$ cat config.mk
export PLATFORM = sky130hd
export DESIGN_NAME = startup_seq
export DESIGN_NICKNAME = d
export VERILOG_FILES = /design/src/startup_seq_pkg.sv /design/src/startup_seq.sv
export SDC_FILE = /design/constraint.sdc
export NUM_CORES = 1
export LEC_CHECK = 0
export BUFFER_PORTS_ARGS = -buffer_cell sky130_fd_sc_hd__buf_2
export CAP_MARGIN = 25
export CORE_AREA = 2 2 123 172
export DETAILED_ROUTE_END_ITERATION = 16
export DIE_AREA = 0 0 125 174
export GPL_ROUTABILITY_DRIVEN = 0
export PLACE_DENSITY = 0.79
export SETUP_SLACK_MARGIN = 0.3
export SLEW_MARGIN = 15
export SYNTH_ARGS = -nofsm -noshare
export SYNTH_HDL_FRONTEND = slang
export SYNTH_SLANG_ARGS = --single-unit
$ cat constraint.sdc
create_clock -name sys_clk -period 3 [get_ports sys_clk]
set_input_delay 0.3 -clock sys_clk [delete_from_list [all_inputs] [get_ports sys_clk]]
set_output_delay 0.3 -clock sys_clk [all_outputs]
set_load 0.1 [all_outputs]
$ cat src/startup_seq_pkg.sv
// Purpose: shared constants and helpers for the link start-up sequencer
// Assumes: 200 MHz system clock, 32-bit AXI4-Lite register bus
// Notes:   times are held in ms, cycle counts derived from them
package startup_seq_pkg;
  // ==========================================================
  // states
  typedef enum logic [2:0] {
    ST_STANDBY, ST_L1_SYNC, ST_PROTO, ST_CM_SETUP, ST_VENDOR
  } seq_state_t;

  // ==========================================================
  // widths
  localparam int RATE_W = 8;
  localparam int VER_W  = 8;
  localparam int RI_W   = $clog2(RATE_W);
  localparam int ADDR_W = 8;

  // ==========================================================
  // timing
  localparam int CLK_MHZ         = 200;
  localparam int CYC_PER_MS      = CLK_MHZ * 1000;
  localparam int MASTER_DWELL_MS = 1000;
  localparam int SLAVE_DWELL_MS  = 4000;
  localparam int EVAL_MS         = 50;
  localparam int SUP_MS          = 10000;
  localparam int MASTER_DWELL_CYC = MASTER_DWELL_MS * CYC_PER_MS;
  localparam int SLAVE_DWELL_CYC  = SLAVE_DWELL_MS * CYC_PER_MS;
  localparam int EVAL_CYC         = EVAL_MS * CYC_PER_MS;
  localparam int SUP_CYC          = SUP_MS * CYC_PER_MS;

  // ==========================================================
  // register map
  localparam logic [ADDR_W-1:0] A_CTRL     = 8'h00;
  localparam logic [ADDR_W-1:0] A_RATEMASK = 8'h04;
  localparam logic [ADDR_W-1:0] A_VERMASK  = 8'h08;
  localparam logic [ADDR_W-1:0] A_CMRATES  = 8'h0C;
  localparam logic [ADDR_W-1:0] A_STATUS   = 8'h10;
  localparam logic [ADDR_W-1:0] A_RESTARTS = 8'h14;
  localparam int CTRL_START_BIT  = 0;
  localparam int CTRL_MASTER_BIT = 1;
  localparam int CM_HDLC_LSB     = 0;
  localparam int CM_ETH_LSB      = 8;
  localparam logic [RATE_W-1:0] RATEMASK_RST = 8'h01;
  localparam logic [VER_W-1:0]  VERMASK_RST  = 8'h01;
  localparam logic [2:0] HDLC_RST = 3'h0;
  localparam logic [5:0] ETH_RST  = 6'h00;
  localparam logic [1:0] RESP_OKAY   = 2'h0;
  localparam logic [1:0] RESP_SLVERR = 2'h2;

  // ==========================================================
  // helpers
  function automatic logic [RI_W-1:0] top_bit(
      input logic [RATE_W-1:0] m);
    logic [RI_W-1:0] r;
    r = '0;
    for (int i = 0; i < RATE_W; i++) begin
      if (m[i]) r = RI_W'(i);
    end
    return r;
  endfunction

  // next slower allowed rate, wrapping to the fastest
  function automatic logic [RI_W-1:0] next_rate(
      input logic [RATE_W-1:0] m, input logic [RI_W-1:0] cur);
    logic [RI_W-1:0] r;
    logic            found;
    r = top_bit(m);
    found = 1'b0;
    for (int i = RATE_W - 1; i >= 0; i--) begin
      if (!found && m[i] && RI_W'(i) < cur) begin
        r = RI_W'(i);
        found = 1'b1;
      end
    end
    return r;
  endfunction

  // version n is allowed when mask bit n-1 is set
  function automatic logic [7:0] top_ver(input logic [VER_W-1:0] m);
    logic [7:0] v;
    v = 8'h00;
    for (int i = 0; i < VER_W; i++) begin
      if (m[i]) v = 8'(i + 1);
    end
    return v;
  endfunction

  function automatic logic [7:0] pick_ver(
      input logic [VER_W-1:0] m, input logic [7:0] rxv);
    logic [7:0] b;
    logic [7:0] l;
    b = 8'h00;
    l = 8'h00;
    for (int i = VER_W - 1; i >= 0; i--) begin
      if (m[i]) begin
        l = 8'(i + 1);
        if (b == 8'h00 && 8'(i + 1) <= rxv) b = 8'(i + 1);
      end
    end
    return (b != 8'h00) ? b : l;
  endfunction

  function automatic logic [7:0] maj3(
      input logic [7:0] a, input logic [7:0] b, input logic [7:0] c);
    return (a & b) | (a & c) | (b & c);
  endfunction
endpackage

$ cat src/startup_seq.sv
// Purpose: start-up sequencer for one port of a serial radio link
// Assumes: all inputs synchronous to sys_clk; phy does the framing
// Notes:   registers over AXI4-Lite, all state in one struct
//
// The AXI4-Lite slave port and the register offsets are this design's own decisions.
`timescale 1ns/1ps
`default_nettype none
module startup_seq
  import startup_seq_pkg::*;
#(
  parameter int MASTER_DWELL = MASTER_DWELL_CYC,
  parameter int SLAVE_DWELL  = SLAVE_DWELL_CYC,
  parameter int EVAL_PERIOD  = EVAL_CYC,
  parameter int SUP_TIMEOUT  = SUP_CYC
) (
  input  wire logic              sys_clk,
  input  wire logic              nrst,
  input  wire logic [ADDR_W-1:0] s_axi_awaddr,
  input  wire logic              s_axi_awvalid,
  output logic                   s_axi_awready,
  input  wire logic [31:0]       s_axi_wdata,
  input  wire logic [3:0]        s_axi_wstrb,
  input  wire logic              s_axi_wvalid,
  output logic                   s_axi_wready,
  output logic [1:0]             s_axi_bresp,
  output logic                   s_axi_bvalid,
  input  wire logic              s_axi_bready,
  input  wire logic [ADDR_W-1:0] s_axi_araddr,
  input  wire logic              s_axi_arvalid,
  output logic                   s_axi_arready,
  output logic [31:0]            s_axi_rdata,
  output logic [1:0]             s_axi_rresp,
  output logic                   s_axi_rvalid,
  input  wire logic              s_axi_rready,
  input  wire logic              hyperframe_lock_state,
  input  wire logic              far_hf_lock,
  input  wire logic              rx_hf_strobe,
  input  wire logic [7:0]        rx_version,
  input  wire logic              slave_in_vendor,
  input  wire logic              cm_rate_agreed,
  input  wire logic              cm_link_up,
  output logic                   tx_enable,
  output logic                   rx_enable,
  output logic [RI_W-1:0]        tx_rate_idx,
  output logic [RI_W-1:0]        rx_rate_idx,
  output logic [7:0]             tx_version,
  output logic [2:0]             tx_hdlc_rate,
  output logic [5:0]             tx_eth_rate,
  output logic [2:0]             seq_state,
  output logic                   port_is_master,
  output logic                   sup_restart
);

  // ==========================================================
  // state
  typedef struct packed {
    seq_state_t        st;
    logic              start;
    logic              master;
    logic [RATE_W-1:0] rmask;
    logic [VER_W-1:0]  vmask;
    logic [2:0]        hdlc;
    logic [5:0]        eth;
    logic [RI_W-1:0]   rate;
    logic [7:0]        ver;
    logic [31:0]       dwell;
    logic [31:0]       eval;
    logic [31:0]       sup;
    logic              sup_run;
    logic [7:0]        s0;
    logic [7:0]        s1;
    logic [7:0]        s2;
    logic              tx_en;
    logic              rx_en;
    logic              restart;
    logic [15:0]       restarts;
    logic              aw_got;
    logic              w_got;
    logic [ADDR_W-1:0] awa;
    logic [31:0]       wd;
    logic [3:0]        ws;
    logic              bvalid;
    logic [1:0]        bresp;
    logic              rvalid;
    logic [31:0]       rdata;
    logic [1:0]        rresp;
  } regs_t;

  regs_t r_ff;
  regs_t nxt_r;

  // entry into line-rate sync: fastest rate, timer idle
  function automatic regs_t enter_l1(input regs_t r);
    regs_t n;
    n = r;
    n.st = ST_L1_SYNC;
    n.rate = top_bit(r.rmask);
    n.dwell = 32'h0;
    n.rx_en = 1'b1;
    n.tx_en = r.master;
    n.ver = top_ver(r.vmask);
    n.sup_run = 1'b0;
    n.sup = 32'h0;
    return n;
  endfunction

  // ==========================================================
  // outputs
  assign s_axi_awready  = !r_ff.aw_got && !r_ff.bvalid;
  assign s_axi_wready   = !r_ff.w_got && !r_ff.bvalid;
  assign s_axi_arready  = !r_ff.rvalid;
  assign s_axi_bvalid   = r_ff.bvalid;
  assign s_axi_bresp    = r_ff.bresp;
  assign s_axi_rvalid   = r_ff.rvalid;
  assign s_axi_rdata    = r_ff.rdata;
  assign s_axi_rresp    = r_ff.rresp;
  assign tx_enable      = r_ff.tx_en;
  assign rx_enable      = r_ff.rx_en;
  assign tx_rate_idx    = r_ff.rate;
  assign rx_rate_idx    = r_ff.rate;
  assign tx_version     = r_ff.ver;
  assign tx_hdlc_rate   = r_ff.hdlc;
  assign tx_eth_rate    = r_ff.eth;
  assign seq_state      = r_ff.st;
  assign port_is_master = r_ff.master;
  assign sup_restart    = r_ff.restart;

  // ==========================================================
  // next state
  always_comb begin
    logic [7:0]  rxv;
    logic [31:0] lim;
    logic        tick;
    logic        sup_exp;
    nxt_r = r_ff;
    nxt_r.restart = 1'b0;
    rxv = maj3(r_ff.s0, r_ff.s1, r_ff.s2);
    lim = r_ff.master ? 32'(MASTER_DWELL) : 32'(SLAVE_DWELL);
    tick = r_ff.eval == 32'(EVAL_PERIOD - 1);
    sup_exp = r_ff.sup_run && r_ff.sup == 32'(SUP_TIMEOUT - 1);

    // bus write
    if (s_axi_awvalid && s_axi_awready) begin
      nxt_r.aw_got = 1'b1;
      nxt_r.awa = s_axi_awaddr;
    end
    if (s_axi_wvalid && s_axi_wready) begin
      nxt_r.w_got = 1'b1;
      nxt_r.wd = s_axi_wdata;
      nxt_r.ws = s_axi_wstrb;
    end
    if (r_ff.aw_got && r_ff.w_got) begin
      nxt_r.aw_got = 1'b0;
      nxt_r.w_got = 1'b0;
      nxt_r.bvalid = 1'b1;
      nxt_r.bresp = RESP_OKAY;
      if (r_ff.awa == A_CTRL) begin
        if (r_ff.ws[0]) begin
          nxt_r.start = r_ff.wd[CTRL_START_BIT];
          nxt_r.master = r_ff.wd[CTRL_MASTER_BIT];
        end
      end else if (r_ff.awa == A_RATEMASK) begin
        if (r_ff.ws[0]) nxt_r.rmask = r_ff.wd[RATE_W-1:0];
      end else if (r_ff.awa == A_VERMASK) begin
        if (r_ff.ws[0]) nxt_r.vmask = r_ff.wd[VER_W-1:0];
      end else if (r_ff.awa == A_CMRATES) begin
        if (r_ff.ws[0]) nxt_r.hdlc = r_ff.wd[CM_HDLC_LSB+:3];
        if (r_ff.ws[1]) nxt_r.eth = r_ff.wd[CM_ETH_LSB+:6];
      end else if (r_ff.awa != A_STATUS && r_ff.awa != A_RESTARTS) begin
        nxt_r.bresp = RESP_SLVERR;
      end
    end
    if (r_ff.bvalid && s_axi_bready) nxt_r.bvalid = 1'b0;

    // bus read
    if (s_axi_arvalid && s_axi_arready) begin
      nxt_r.rvalid = 1'b1;
      nxt_r.rresp = RESP_OKAY;
      nxt_r.rdata = 32'h0;
      if (s_axi_araddr == A_CTRL) begin
        nxt_r.rdata[CTRL_START_BIT] = r_ff.start;
        nxt_r.rdata[CTRL_MASTER_BIT] = r_ff.master;
      end else if (s_axi_araddr == A_RATEMASK) begin
        nxt_r.rdata[RATE_W-1:0] = r_ff.rmask;
      end else if (s_axi_araddr == A_VERMASK) begin
        nxt_r.rdata[VER_W-1:0] = r_ff.vmask;
      end else if (s_axi_araddr == A_CMRATES) begin
        nxt_r.rdata[CM_HDLC_LSB+:3] = r_ff.hdlc;
        nxt_r.rdata[CM_ETH_LSB+:6] = r_ff.eth;
      end else if (s_axi_araddr == A_STATUS) begin
        nxt_r.rdata = {5'h00, r_ff.sup_run, r_ff.rx_en, r_ff.tx_en,
                       r_ff.ver, 5'h00, r_ff.rate, 5'h00, r_ff.st};
      end else if (s_axi_araddr == A_RESTARTS) begin
        nxt_r.rdata[15:0] = r_ff.restarts;
      end else begin
        nxt_r.rresp = RESP_SLVERR;
      end
    end else if (r_ff.rvalid && s_axi_rready) begin
      nxt_r.rvalid = 1'b0;
    end

    // three-deep history, one sample per hyperframe
    if (rx_hf_strobe) begin
      nxt_r.s2 = r_ff.s1;
      nxt_r.s1 = r_ff.s0;
      nxt_r.s0 = rx_version;
    end
    nxt_r.eval = tick ? 32'h0 : r_ff.eval + 32'h1;
    nxt_r.dwell = r_ff.dwell + 32'h1;
    if (r_ff.sup_run) nxt_r.sup = r_ff.sup + 32'h1;

    // ==========================================================
    // sequencer
    case (r_ff.st)
      ST_STANDBY: begin
        nxt_r.tx_en = 1'b0;
        nxt_r.rx_en = 1'b0;
        if (r_ff.start && (!r_ff.master || slave_in_vendor)) begin
          nxt_r = enter_l1(nxt_r);
        end
      end
      ST_L1_SYNC: begin
        // slave sends only once its receiver is locked
        if (!r_ff.master) nxt_r.tx_en = hyperframe_lock_state;
        if (hyperframe_lock_state && far_hf_lock) begin
          nxt_r.st = ST_PROTO;
          if (r_ff.master) nxt_r.ver = top_ver(r_ff.vmask);
          nxt_r.tx_en = 1'b1;
          nxt_r.sup = 32'h0;
          nxt_r.sup_run = 1'b1;
          nxt_r.eval = 32'h0;
        end else if (!hyperframe_lock_state && r_ff.dwell >= lim - 1) begin
          nxt_r.rate = next_rate(r_ff.rmask, r_ff.rate);
          nxt_r.dwell = 32'h0;
        end
      end
      ST_PROTO: begin
        if (!hyperframe_lock_state) begin
          nxt_r = enter_l1(nxt_r);
        end else if (tick && rxv != 8'h00) begin
          if (rxv == r_ff.ver) begin
            nxt_r.st = ST_CM_SETUP;
          end else begin
            nxt_r.ver = pick_ver(r_ff.vmask, rxv);
          end
        end
      end
      ST_CM_SETUP, ST_VENDOR: begin
        if (!hyperframe_lock_state) begin
          nxt_r = enter_l1(nxt_r);
        end else if (tick && rxv != r_ff.ver) begin
          nxt_r.st = ST_PROTO;
        end else if (r_ff.st == ST_CM_SETUP) begin
          if (cm_rate_agreed) nxt_r.st = ST_VENDOR;
        end else if (cm_link_up) begin
          nxt_r.sup_run = 1'b0;
        end
      end
      default: nxt_r.st = ST_STANDBY;
    endcase

    // expiry wins over any step taken above
    if (sup_exp) begin
      nxt_r = enter_l1(nxt_r);
      nxt_r.restart = 1'b1;
      nxt_r.restarts = r_ff.restarts + 16'h1;
    end
    if (!r_ff.start) begin
      nxt_r.st = ST_STANDBY;
      nxt_r.tx_en = 1'b0;
      nxt_r.rx_en = 1'b0;
      nxt_r.sup_run = 1'b0;
    end
  end

  // ==========================================================
  // registers
  always_ff @(posedge sys_clk) begin
    if (!nrst) begin
      r_ff <= '0;
      r_ff.rmask <= RATEMASK_RST;
      r_ff.vmask <= VERMASK_RST;
      r_ff.hdlc <= HDLC_RST;
      r_ff.eth <= ETH_RST;
    end else begin
      r_ff <= nxt_r;
    end
  end

endmodule // startup_seq
`default_nettype wire

# --- After elaboration in Yosys (flattened, before gate mapping) ---
# Cells that the tools add are included.
op_classes:
  magnitude_cmp: 17
  reduce_logical: 77
  n_addsub: 5
  n_eq_ne: 41
  mux: 230
  bitwise: 7
op_table:
  columns: ["op", "count"]
  rows:
  - ["2-to-1 mux 8 bit", 86]
  - ["one-hot mux 108 bit (4 select lines)", 1]
  - ["one-hot mux 102 bit (3 select lines)", 1]
  - ["2-to-1 mux 265 bit", 1]
  - ["2-to-1 mux 263 bit", 1]
  - ["2-to-1 mux 224 bit", 1]
  - ["2-to-1 mux 32 bit", 4]
  - ["2-to-1 mux 3 bit", 38]
  - ["2-to-1 mux 16 bit", 7]
  - ["2-to-1 mux 107 bit", 1]
  - ["2-to-1 mux 103 bit", 1]
  - ["adder 32 x 1 -> 32 bit (second input constant)", 3]
  - ["one-hot mux 27 bit (3 select lines)", 1]
  - ["zero test 8 bit", 9]
  - ["one-hot mux 24 bit (3 select lines)", 1]
  - ["2-to-1 mux 65 bit", 1]
  - ["2-to-1 mux 25 bit", 2]
  - ["2-to-1 mux 1 bit", 45]
  - ["2-to-1 mux 19 bit", 2]
  - ["logical AND 1 bit", 37]
  - ["2-to-1 mux 2 bit", 18]
  - ["2-to-1 mux 36 bit", 1]
  - ["!= test 3 bit (second input constant)", 12]
  - ["2-to-1 mux 34 bit", 1]
  - ["other kinds (52)", 102]
word_totals:
  inputBits: 73
  out_inout_bits: 71
  elab_cells: 408
  reg_bits: 265

# --- Depth between registers and ports, before layout ---
# Gate-level depths: netlist of run 1.
depth:
  ltp_word: 73
  mapped_depth: 10
  ltp_nobuf: 9

# --- Worst setup path after synthesis of run 1 ---
# Ideal clock, no wire load.
synth_timing:
  kind: "reg2reg"
  from: "register r_ff (netlist bit s_axi_bvalid)"
  to: "register r_ff[39] (netlist bit)"
  t_required_ns: 2.929
  stages_incl_launch_ff: 7
  setup_time_ns: 0.071
  n_path_buf: 2
  arrival_time_ns: 3.052
  slack_ns: -0.123
  path_cell_list: "dfxtp_1 > nor2_1 > and2_1 > clkbuf_1 > clkbuf_1 > nand2_1 > a21oi_1"
synth_via:
  elab_chain_len: 7
synth_rtl:
  columns: ["element", "line", "rtl"]
  rows:
  - ["start, declared", "startup_seq.sv:89", "regs_t r_ff;"]
  - ["start signal, assigned", "startup_seq.sv:286", "r_ff <= nxt_r;"]
  - ["zero test 1 bit (*)", "startup_seq.sv:110", "assign s_axi_wready = !r_ff.w_got && !r_ff.bvalid;"]
  - ["logical AND 1 bit (*)", "startup_seq.sv:110", null]
  - ["via s_axi_wready", "startup_seq.sv:24", "output logic s_axi_wready,"]
  - ["logical AND 1 bit (*)", "startup_seq.sv:147", "if (s_axi_wvalid && s_axi_wready) begin"]
  - ["2-to-1 mux 36 bit (*)", "startup_seq.sv:147", null]
  - ["2-to-1 mux 103 bit (tied with other cells)", "startup_seq.sv:249", "if (!hyperframe_lock_state) begin"]
  - ["one-hot mux 102 bit (3 select lines) (*)", "startup_seq.sv:214", "case (r_ff.st)"]
  - ["2-to-1 mux 263 bit (*)", "startup_seq.sv:263", "if (sup_exp) begin"]
# Mark *: on every way through the listed nets, which the timed path passes. The rest lies on a longest branch. The select of a mux whose other input is x is not followed.
# A chain may end at the register's enable or synchronous reset.

# --- Final worst setup path of run 1 ---
layout_timing:
  from: "register r_ff[125] (netlist bit)"
  to: "register r_ff (netlist bit tx_version[1])"
layout_via:
  elab_chain_len: 73
layout_rtl:
  columns: ["element", "line", "rtl"]
  rows:
  - ["bitwise AND 8 bit", "startup_seq_pkg.sv:105", "return (a & b) | (a & c) | (b & c);"]
  - ["bitwise OR 8 bit (*) (2 in a row)", "startup_seq_pkg.sv:105", null]
  - ["less-or-equal comparator 4 x 8 -> 1 bit", "startup_seq_pkg.sv:97", "if (b == 8'h00 && 8'(i + 1) <= rxv) b = 8'(i + 1);"]
  - ["2-to-1 mux 4 bit", "startup_seq_pkg.sv:97", null]
  - ["2-to-1 mux 4 bit", "startup_seq_pkg.sv:95", "if (m[i]) begin"]
  - ["2-to-1 mux 8 bit", "startup_seq.sv:241", "if (rxv == r_ff.ver) begin"]
  - ["2-to-1 mux 8 bit", "startup_seq.sv:240", "end else if (tick && rxv != 8'h00) begin"]
  - ["2-to-1 mux 8 bit", "startup_seq.sv:238", "if (!hyperframe_lock_state) begin"]
  - ["[56 not listed]", null, null]
  - ["2-to-1 mux 8 bit", "startup_seq.sv:214", null]
  - ["nonzero test 8 bit", "startup_seq_pkg.sv:100", "return (b != 8'h00) ? b : l;"]
  - ["2-to-1 mux 8 bit", "startup_seq_pkg.sv:100", null]
  - ["2-to-1 mux 8 bit", "startup_seq.sv:241", null]
  - ["2-to-1 mux 8 bit", "startup_seq.sv:240", null]
  - ["2-to-1 mux 8 bit", "startup_seq.sv:238", null]
  - ["one-hot mux 108 bit (4 select lines)", "startup_seq.sv:214", null]
  - ["2-to-1 mux 263 bit", "startup_seq.sv:263", null]
# Every way passes the cells marked *; elsewhere a longest branch is shown, timed or not. The select of a mux whose other input is x is not followed.

==> results.py, run 1 <==
metrics = {
    "outcome": {
        "status": "finished clean",
    },
    "clocking": {
        "cts_root_buf": "clkbuf_16",
        "clk_pin_slew_ns": 0.06,
        "cts_max_path_buffers": 3,
        "clk_latency_ns": 0.51,
        "clock_sinks": 231,
        "htreeDepth": 1,
        "cts_tree": "built",
        "cts_setup_buffers": 0,
        "cts_made_buffers": 23,
    },
    "floorplanning": {
        "ioPinCount": 144,
        "die-height_um": 174,
        "die_x_um": 125,
        "die_area_mm2": 0.02175,
        "core_area_mm2": 0.02032,
        "rows": 62,
        "start_util_pct": 56.66,
    },
    "timing": {
        "fin_tns_setup_ns": 0,
        "hold_viol_final": 0,
        "clock.fmax_mhz": 400.1,
        "finalSetupViolCount": 0,
        "fin_crit_sh_pct": 83.32,
        "slew_headroom_pct": 54.08,
        "layout_min_cycle_time_ns": 2.500,
        "finClkSkew_ns": 0.02299,
        "rsz0062_at_grt": "false",
        "worstMarginPinSlew_ns": 0.6887,
        "slew_viol_final": 0,
    },
    "synthesis": {
        "ys_ff_latch": 231,
        "synthFlopType": "dfxtp_1",
        "synth_edf_count": 0,
        "ys_seq_area_share_pct": 40.16,
        "avgSynthCellArea_um2": 8.249,
        "synthArstFlopShare_pct": 0,
        "synth_cell_types": 90,
        "syn_area_mm2": 0.01152,
        "netlist_instances": 1396,
        "yosysWarningCount": 0,
    },
    "routing": {
        "dr_wl_met3_um": 1650,
        "met2_length_um": 13570,
        "topRoutingLayerUsed": "met5",
        "routed_wl_um": 27130,
        "post-route-drc-count": 0,
        "drt-met1-wl_um": 10700,
        "vias_per_cell": 5.841,
        "firstDrtPassIters": 5,
        "vias": 9964,
        "drt-initial-drc-count": 826,
        "drtAntennaViolNets": 0,
        "avgRoutedWirePerCell_um": 15.90,
    },
    "setup_path": {
        "required_ns": 3.38,
        "path_buf_inv": 0,
        "path_cells": "maj3_1, a211oi_2, nand2_2, o32a_1, a21bo_1, a21boi_1, o311ai_1, o221a_1",
        "r2r_cells": 8,
        "r2r_start": "r_ff[125]",
        "arrival_ns": 2.88,
        "cpMaxStageDelayCell": "o32a_1",
        "crit_family": "compound AO/OA/AOI/OAI gates",
        "r2r-end": "tx_version[1]",
        "path_class": "reg -> reg",
        "cp-end-kind": "register",
        "crit_path_max_fanout": 8,
        "slowest_delay_ns": 0.45,
        "startpoint_type": "register",
        "rrSetupSlack_ns": 0.50,
    },
    "placement": {
        "placed_area_mm2": 0.01190,
        "dp.cells": 1667,
        "io_buffers": 112,
        "place_hpwl_um": 19020,
    },
    "global_route": {
        "grt_max_degree": 73,
        "grt_pass1_wl_um": 44810,
        "grt_use_total_pct": 24.14,
        "overflow": 0,
        "antenna_found_initial": 2,
        "grt_pass1_vias": 9579,
    },
    "cells_and_area": {
        "fin_nets": 1522,
        "final_common_cell": "dfxtp_1",
        "instances_no_fill": 1706,
        "final_area_mm2": 0.01267,
        "final_cell_mix": "229 x dfxtp_1, 222 x nor2_1, 138 x nand2_1, 112 x buf_2, 87 x a21oi_1",
        "syn_to_final_growth_pct": 10.03,
        "drive_above_1_share_pct": 13.87,
    },
    "hold_path": {
        "whs_path_depth": 3,
        "hp-start": "rx_version[6]",
        "min_path_type": "in -> reg",
        "hold_end": "r_ff[125]",
    },
    "power_and_ir_drop": {
        "vdd.ir_drop.worst_uv": 457.1,
        "fin_total_pwr_mw": 6.576,
        "powerDensity_mw_per_mm2": 519.0,
        "leakage_nw": 5.034,
    },
    "job": {
        "timing.max_cap.violations": 0,
    },
}
==> layout make-up <==
type,instances,area [µm²]
clock inverters,11,165.2
multi-input cells,1016,6085
diodes,1,2.502
fillers,1715,7654
repair buffers,135,760.7
inverters,30,113.9
well taps,256,320.3
flip-flops and latches,231,4627
clock buffers,26,596.8
==> layer usage <==
metal  track usage (%)  vias up
met3             4.278       98
met4             10.60        2
met2             44.00      351
met5                 0        -
li1                  -     4864
met1             27.39     4649
==> sequential cells by signal (all words and copies together), names as in the netlist <==
register and flops:
tx_eth_rate 6, tx_enable 1, s_axi_rdata 24, sup_restart 1, r_ff 180, s_axi_rresp 1
rx_rate_idx 3, s_axi_rvalid 1, s_axi_bresp 1, rx_enable 1, port_is_master 1, tx_version 4
tx_hdlc_rate 3, seq_state 3, s_axi_bvalid 1
==> per-stage QoR <==
| step | hold WS (ns) | setup WS (ns) | util [%] |
|---|---|---|---|
| final | 0.03672 | 0.5005 | 62.34 |
| after global routing | 0.03096 | 0.3006 | 62.33 |
| after floorplan | 0.3925 | 0.3710 | - |
| after CTS | 0.02263 | 0.5326 | 62.33 |
| after detailed placement | 0.4492 | 0.5189 | 58.53 |
| after global placement | 0.4400 | 0.5190 | 58.53 |
==> where the power goes <==
part	internal [mW]	switching (mW)	total, mW	leakage (nW)
logic	0.121	0.343	0.464	2.80
registers	3.12	0.0535	3.17	1.87
clock network	1.76	1.17	2.94	0.362
total	5.01	1.57	6.58	5.03
==> synthesized netlist by cell type, types with 17 or more instances <==
cell / count / share of area (%)
dfxtp_1: 231 / 40
nor2_1: 224 / 7.3
nand2_1: 138 / 4.5
a21oi_1: 87 / 3.8
buf_4: 64 / 4.2
clkbuf_1: 55 / 1.8
mux2i_1: 54 / 4.7
nand3_1: 50 / 2.2
xor2_1: 49 / 3.7
o21ai_0: 48 / 2.1
xnor2_1: 46 / 3.5
and3_1: 30 / 1.6
inv_1: 29 / 0.95
nand4_1: 28 / 1.5
nor3_1: 25 / 1.1
a22oi_1: 17 / 1.1
or3_1: 17 / 0.92
==> cell families after synthesis <==
family | synth area share, %
AOI/OAI and AO/OA | 13.70
xor gates and xnor gates | 7.225
adders and majority gates | 1.771
buffers and inverters | 7.377
DFF | 40.16
muxes | 5.280
other | 0.03256
and+or+nand+nor | 24.46
==> worst register-to-register path: stages (launching register included) <==
cell      delay, ns
dfxtp_1        0.33
maj3_1         0.40
a211oi_2       0.22
nand2_2        0.19
o32a_1         0.45
a21bo_1        0.23
a21boi_1       0.22
o311ai_1       0.12
o221a_1        0.23
==> repair_timing <==
action	CTS	global route
gates resized for setup	0	0
hold buffers	1	0
endpoints found under the hold margin	1	0
==> worst max path at each step <==
stage,start,endpoint,depth (start not counted)
6_report,r_ff[125],tx_version[1],8
5_1_grt,r_ff[81],tx_version[0],7
4_1_cts,r_ff[81],tx_version[1],8
3_5_place_dp,s_axi_araddr[0],s_axi_rdata[24],7
3_3_place_gp,s_axi_araddr[0],s_axi_rdata[25],7
2_1_floorplan,s_axi_bvalid,r_ff[39],6
No activity file was read; power rests on OpenSTA's default activity.
==> run 2: changes to the inputs <==
clock period = 2.3 ns   (was 3 ns; I/O delays follow)
==> run 2 against run 1 <==
Effect of this change:
- the run now ends with negative setup slack left
- highest routed layer is now met4
- flip-flop and latch count unchanged
- non-clock buffer count increased by 121
- total power is 34% higher
- critical path depth rose by 1
- largest power group unchanged
- global-route usage is 2.2 points higher
==> results.py, run 2 (synthesis results as in run 1) <==
metrics = {
    "routing": {
        "drtAntennaViolNets": 0,
        "firstDrtPassIters": 7,
        "vias": 10836,
        "drt-met1-wl_um": 12040,
        "dr_wl_met3_um": 1772,
        "met2_length_um": 16500,
        "drt-initial-drc-count": 783,
        "topRoutingLayerUsed": "met4",
        "post-route-drc-count": 0,
        "avgRoutedWirePerCell_um": 17.44,
        "vias_per_cell": 5.921,
        "routed_wl_um": 31910,
    },
    "setup_path": {
        "path_class": "reg -> reg",
        "startpoint_type": "register",
        "arrival_ns": 2.74,
        "slowest_delay_ns": 0.55,
        "cpMaxStageDelayCell": "or4_4",
        "path_cells": "or4_4, nor3_4, and4b_1, buf_12, nor2_1, o21ai_1, a21oi_1, or2_1, o221a_1",
        "required_ns": 2.71,
        "cp-end-kind": "register",
        "crit_path_max_fanout": 9,
    },
    "timing": {
        "rsz0062_at_grt": "true",
        "layout_min_cycle_time_ns": 2.326,
        "hold_viol_final": 0,
        "fin_tns_setup_ns": -0.2709,
        "slew_viol_final": 0,
        "slew_headroom_pct": 54.52,
        "clock.fmax_mhz": 430.0,
        "holdWs_ns": 0.01559,
        "finClkSkew_ns": 0.01806,
        "fin_crit_sh_pct": 101.1,
        "setup_slack_ns": -0.02565,
        "finalSetupViolCount": 21,
        "worstMarginPinSlew_ns": 0.6822,
    },
    "cells_and_area": {
        "syn_to_final_growth_pct": 29.07,
        "drive_above_1_share_pct": 28.21,
        "largest_register_ffs": 180,
        "n_antenna_cell": 0,
        "final_common_cell": "dfxtp_1",
        "largest_register": "r_ff",
        "fin_nets": 1643,
        "final_cell_mix": "202 x dfxtp_1, 186 x nor2_1, 134 x nand2_1, 109 x buf_2, 86 x buf_4",
        "instances_no_fill": 1830,
    },
    "power_and_ir_drop": {
        "vdd.ir_drop.worst_uv": 552.3,
        "leakage_nw": 5.913,
        "powerDensity_mw_per_mm2": 590.9,
    },
    "clocking": {
        "cts_root_buf": "clkbuf_16",
        "clock_sinks": 231,
        "cts_tree": "built",
        "htreeDepth": 1,
        "cts_max_path_buffers": 3,
        "cts_made_buffers": 22,
        "clk_pin_slew_ns": 0.07,
        "clk_latency_ns": 0.51,
    },
    "global_route": {
        "grt_pass1_wl_um": 48580,
        "antenna_found_initial": 0,
        "grt_max_degree": 40,
        "grt_use_total_pct": 26.34,
        "overflow": 0,
        "grt_pass1_vias": 10291,
    },
    "job": {
        "timing.max_cap.violations": 0,
    },
    "hold_path": {
        "min_path_type": "in -> reg",
    },
    "floorplanning": {
        "ioPinCount": 144,
        "die-height_um": 174,
        "rows": 62,
        "die_x_um": 125,
        "die_area_mm2": 0.02175,
        "core_area_mm2": 0.02032,
        "start_util_pct": 56.66,
    },
    "outcome": {
        "violations": "negative setup slack",
        "status": "finished, violations left",
    },
    "placement": {
        "place_hpwl_um": 19590,
        "dp.cells": 1707,
        "io_buffers": 112,
    },
}
## run 2: through the flow
step / utilization, % / worst slack [ns] / cell area (µm²) / power, mW
4_1_cts: 70.10 / 0.06208 / 14250 / 8.799
3_5_place_dp: 60.99 / 0.04319 / 12400 / 4.857
2_1_floorplan: - / 0.1669 / 11760 / 4.721
3_3_place_gp: 60.99 / 0.06682 / 12400 / 4.843
5_1_grt: 73.13 / -0.07736 / 14860 / 9.050
6_report: 73.13 / -0.02565 / 14860 / 8.784
## run 2: metal layers
layer | GRT usage, % | up-vias
met2 | 49.28 | 460
met5 | 0 | -
met3 | 3.139 | 142
li1 | - | 5120
met1 | 29.55 | 5114
met4 | 12.13 | 0
## run 2: path summary, 6_finish.rpt
path | slack (ns) | depth (start not counted) | end | startpoint
worst max-delay path | -0.03 | 9 | tx_version[1] | r_ff[79]
worst max register to register | -0.03 | 9 | tx_version[1] | r_ff[79]
worst min-delay path | 0.02 | 3 | r_ff[46] | s_axi_wdata[4]
worst min register to register | 0.45 | 1 | r_ff[192] | r_ff[192]
## run 2: what timing repair did
item / 4_1_cts / 5_1_grt
hold endpoints to repair: 32 / 0
setup buffers: 25 / 21
resized for setup: 93 / 123
hold buffers: 32 / 0
pin swaps: 43 / 65
gates cloned: 5 / 0
setup endpoints to repair: 100 / 125
## run 2: power by group
group / switching (mW) / total [mW] / leakage (nW) / internal [mW]
combinational: 0.515 / 0.769 / 3.65 / 0.254
clock: 1.55 / 3.88 / 0.381 / 2.33
sequential: 0.0739 / 4.13 / 1.89 / 4.06
total: 2.14 / 8.78 / 5.91 / 6.65
## run 2: cell type report
class                   count  area [µm²]
clock buffers              32       660.6
clock inverters             8       117.6
fillers                  1406        5460
inverters                  30       122.6
multi-input cells        1017        7000
flip-flops and latches    231        4686
well taps                 256       320.3
repair buffers            256        1957
## run 2: worst max-delay path: cells and delay by family, from the launching register on
kind | cells | cell delay, ns
compound gates | 3 | 0.47
simple gates | 5 | 1.28
flops | 1 | 0.32
buf+inv | 1 | 0.15
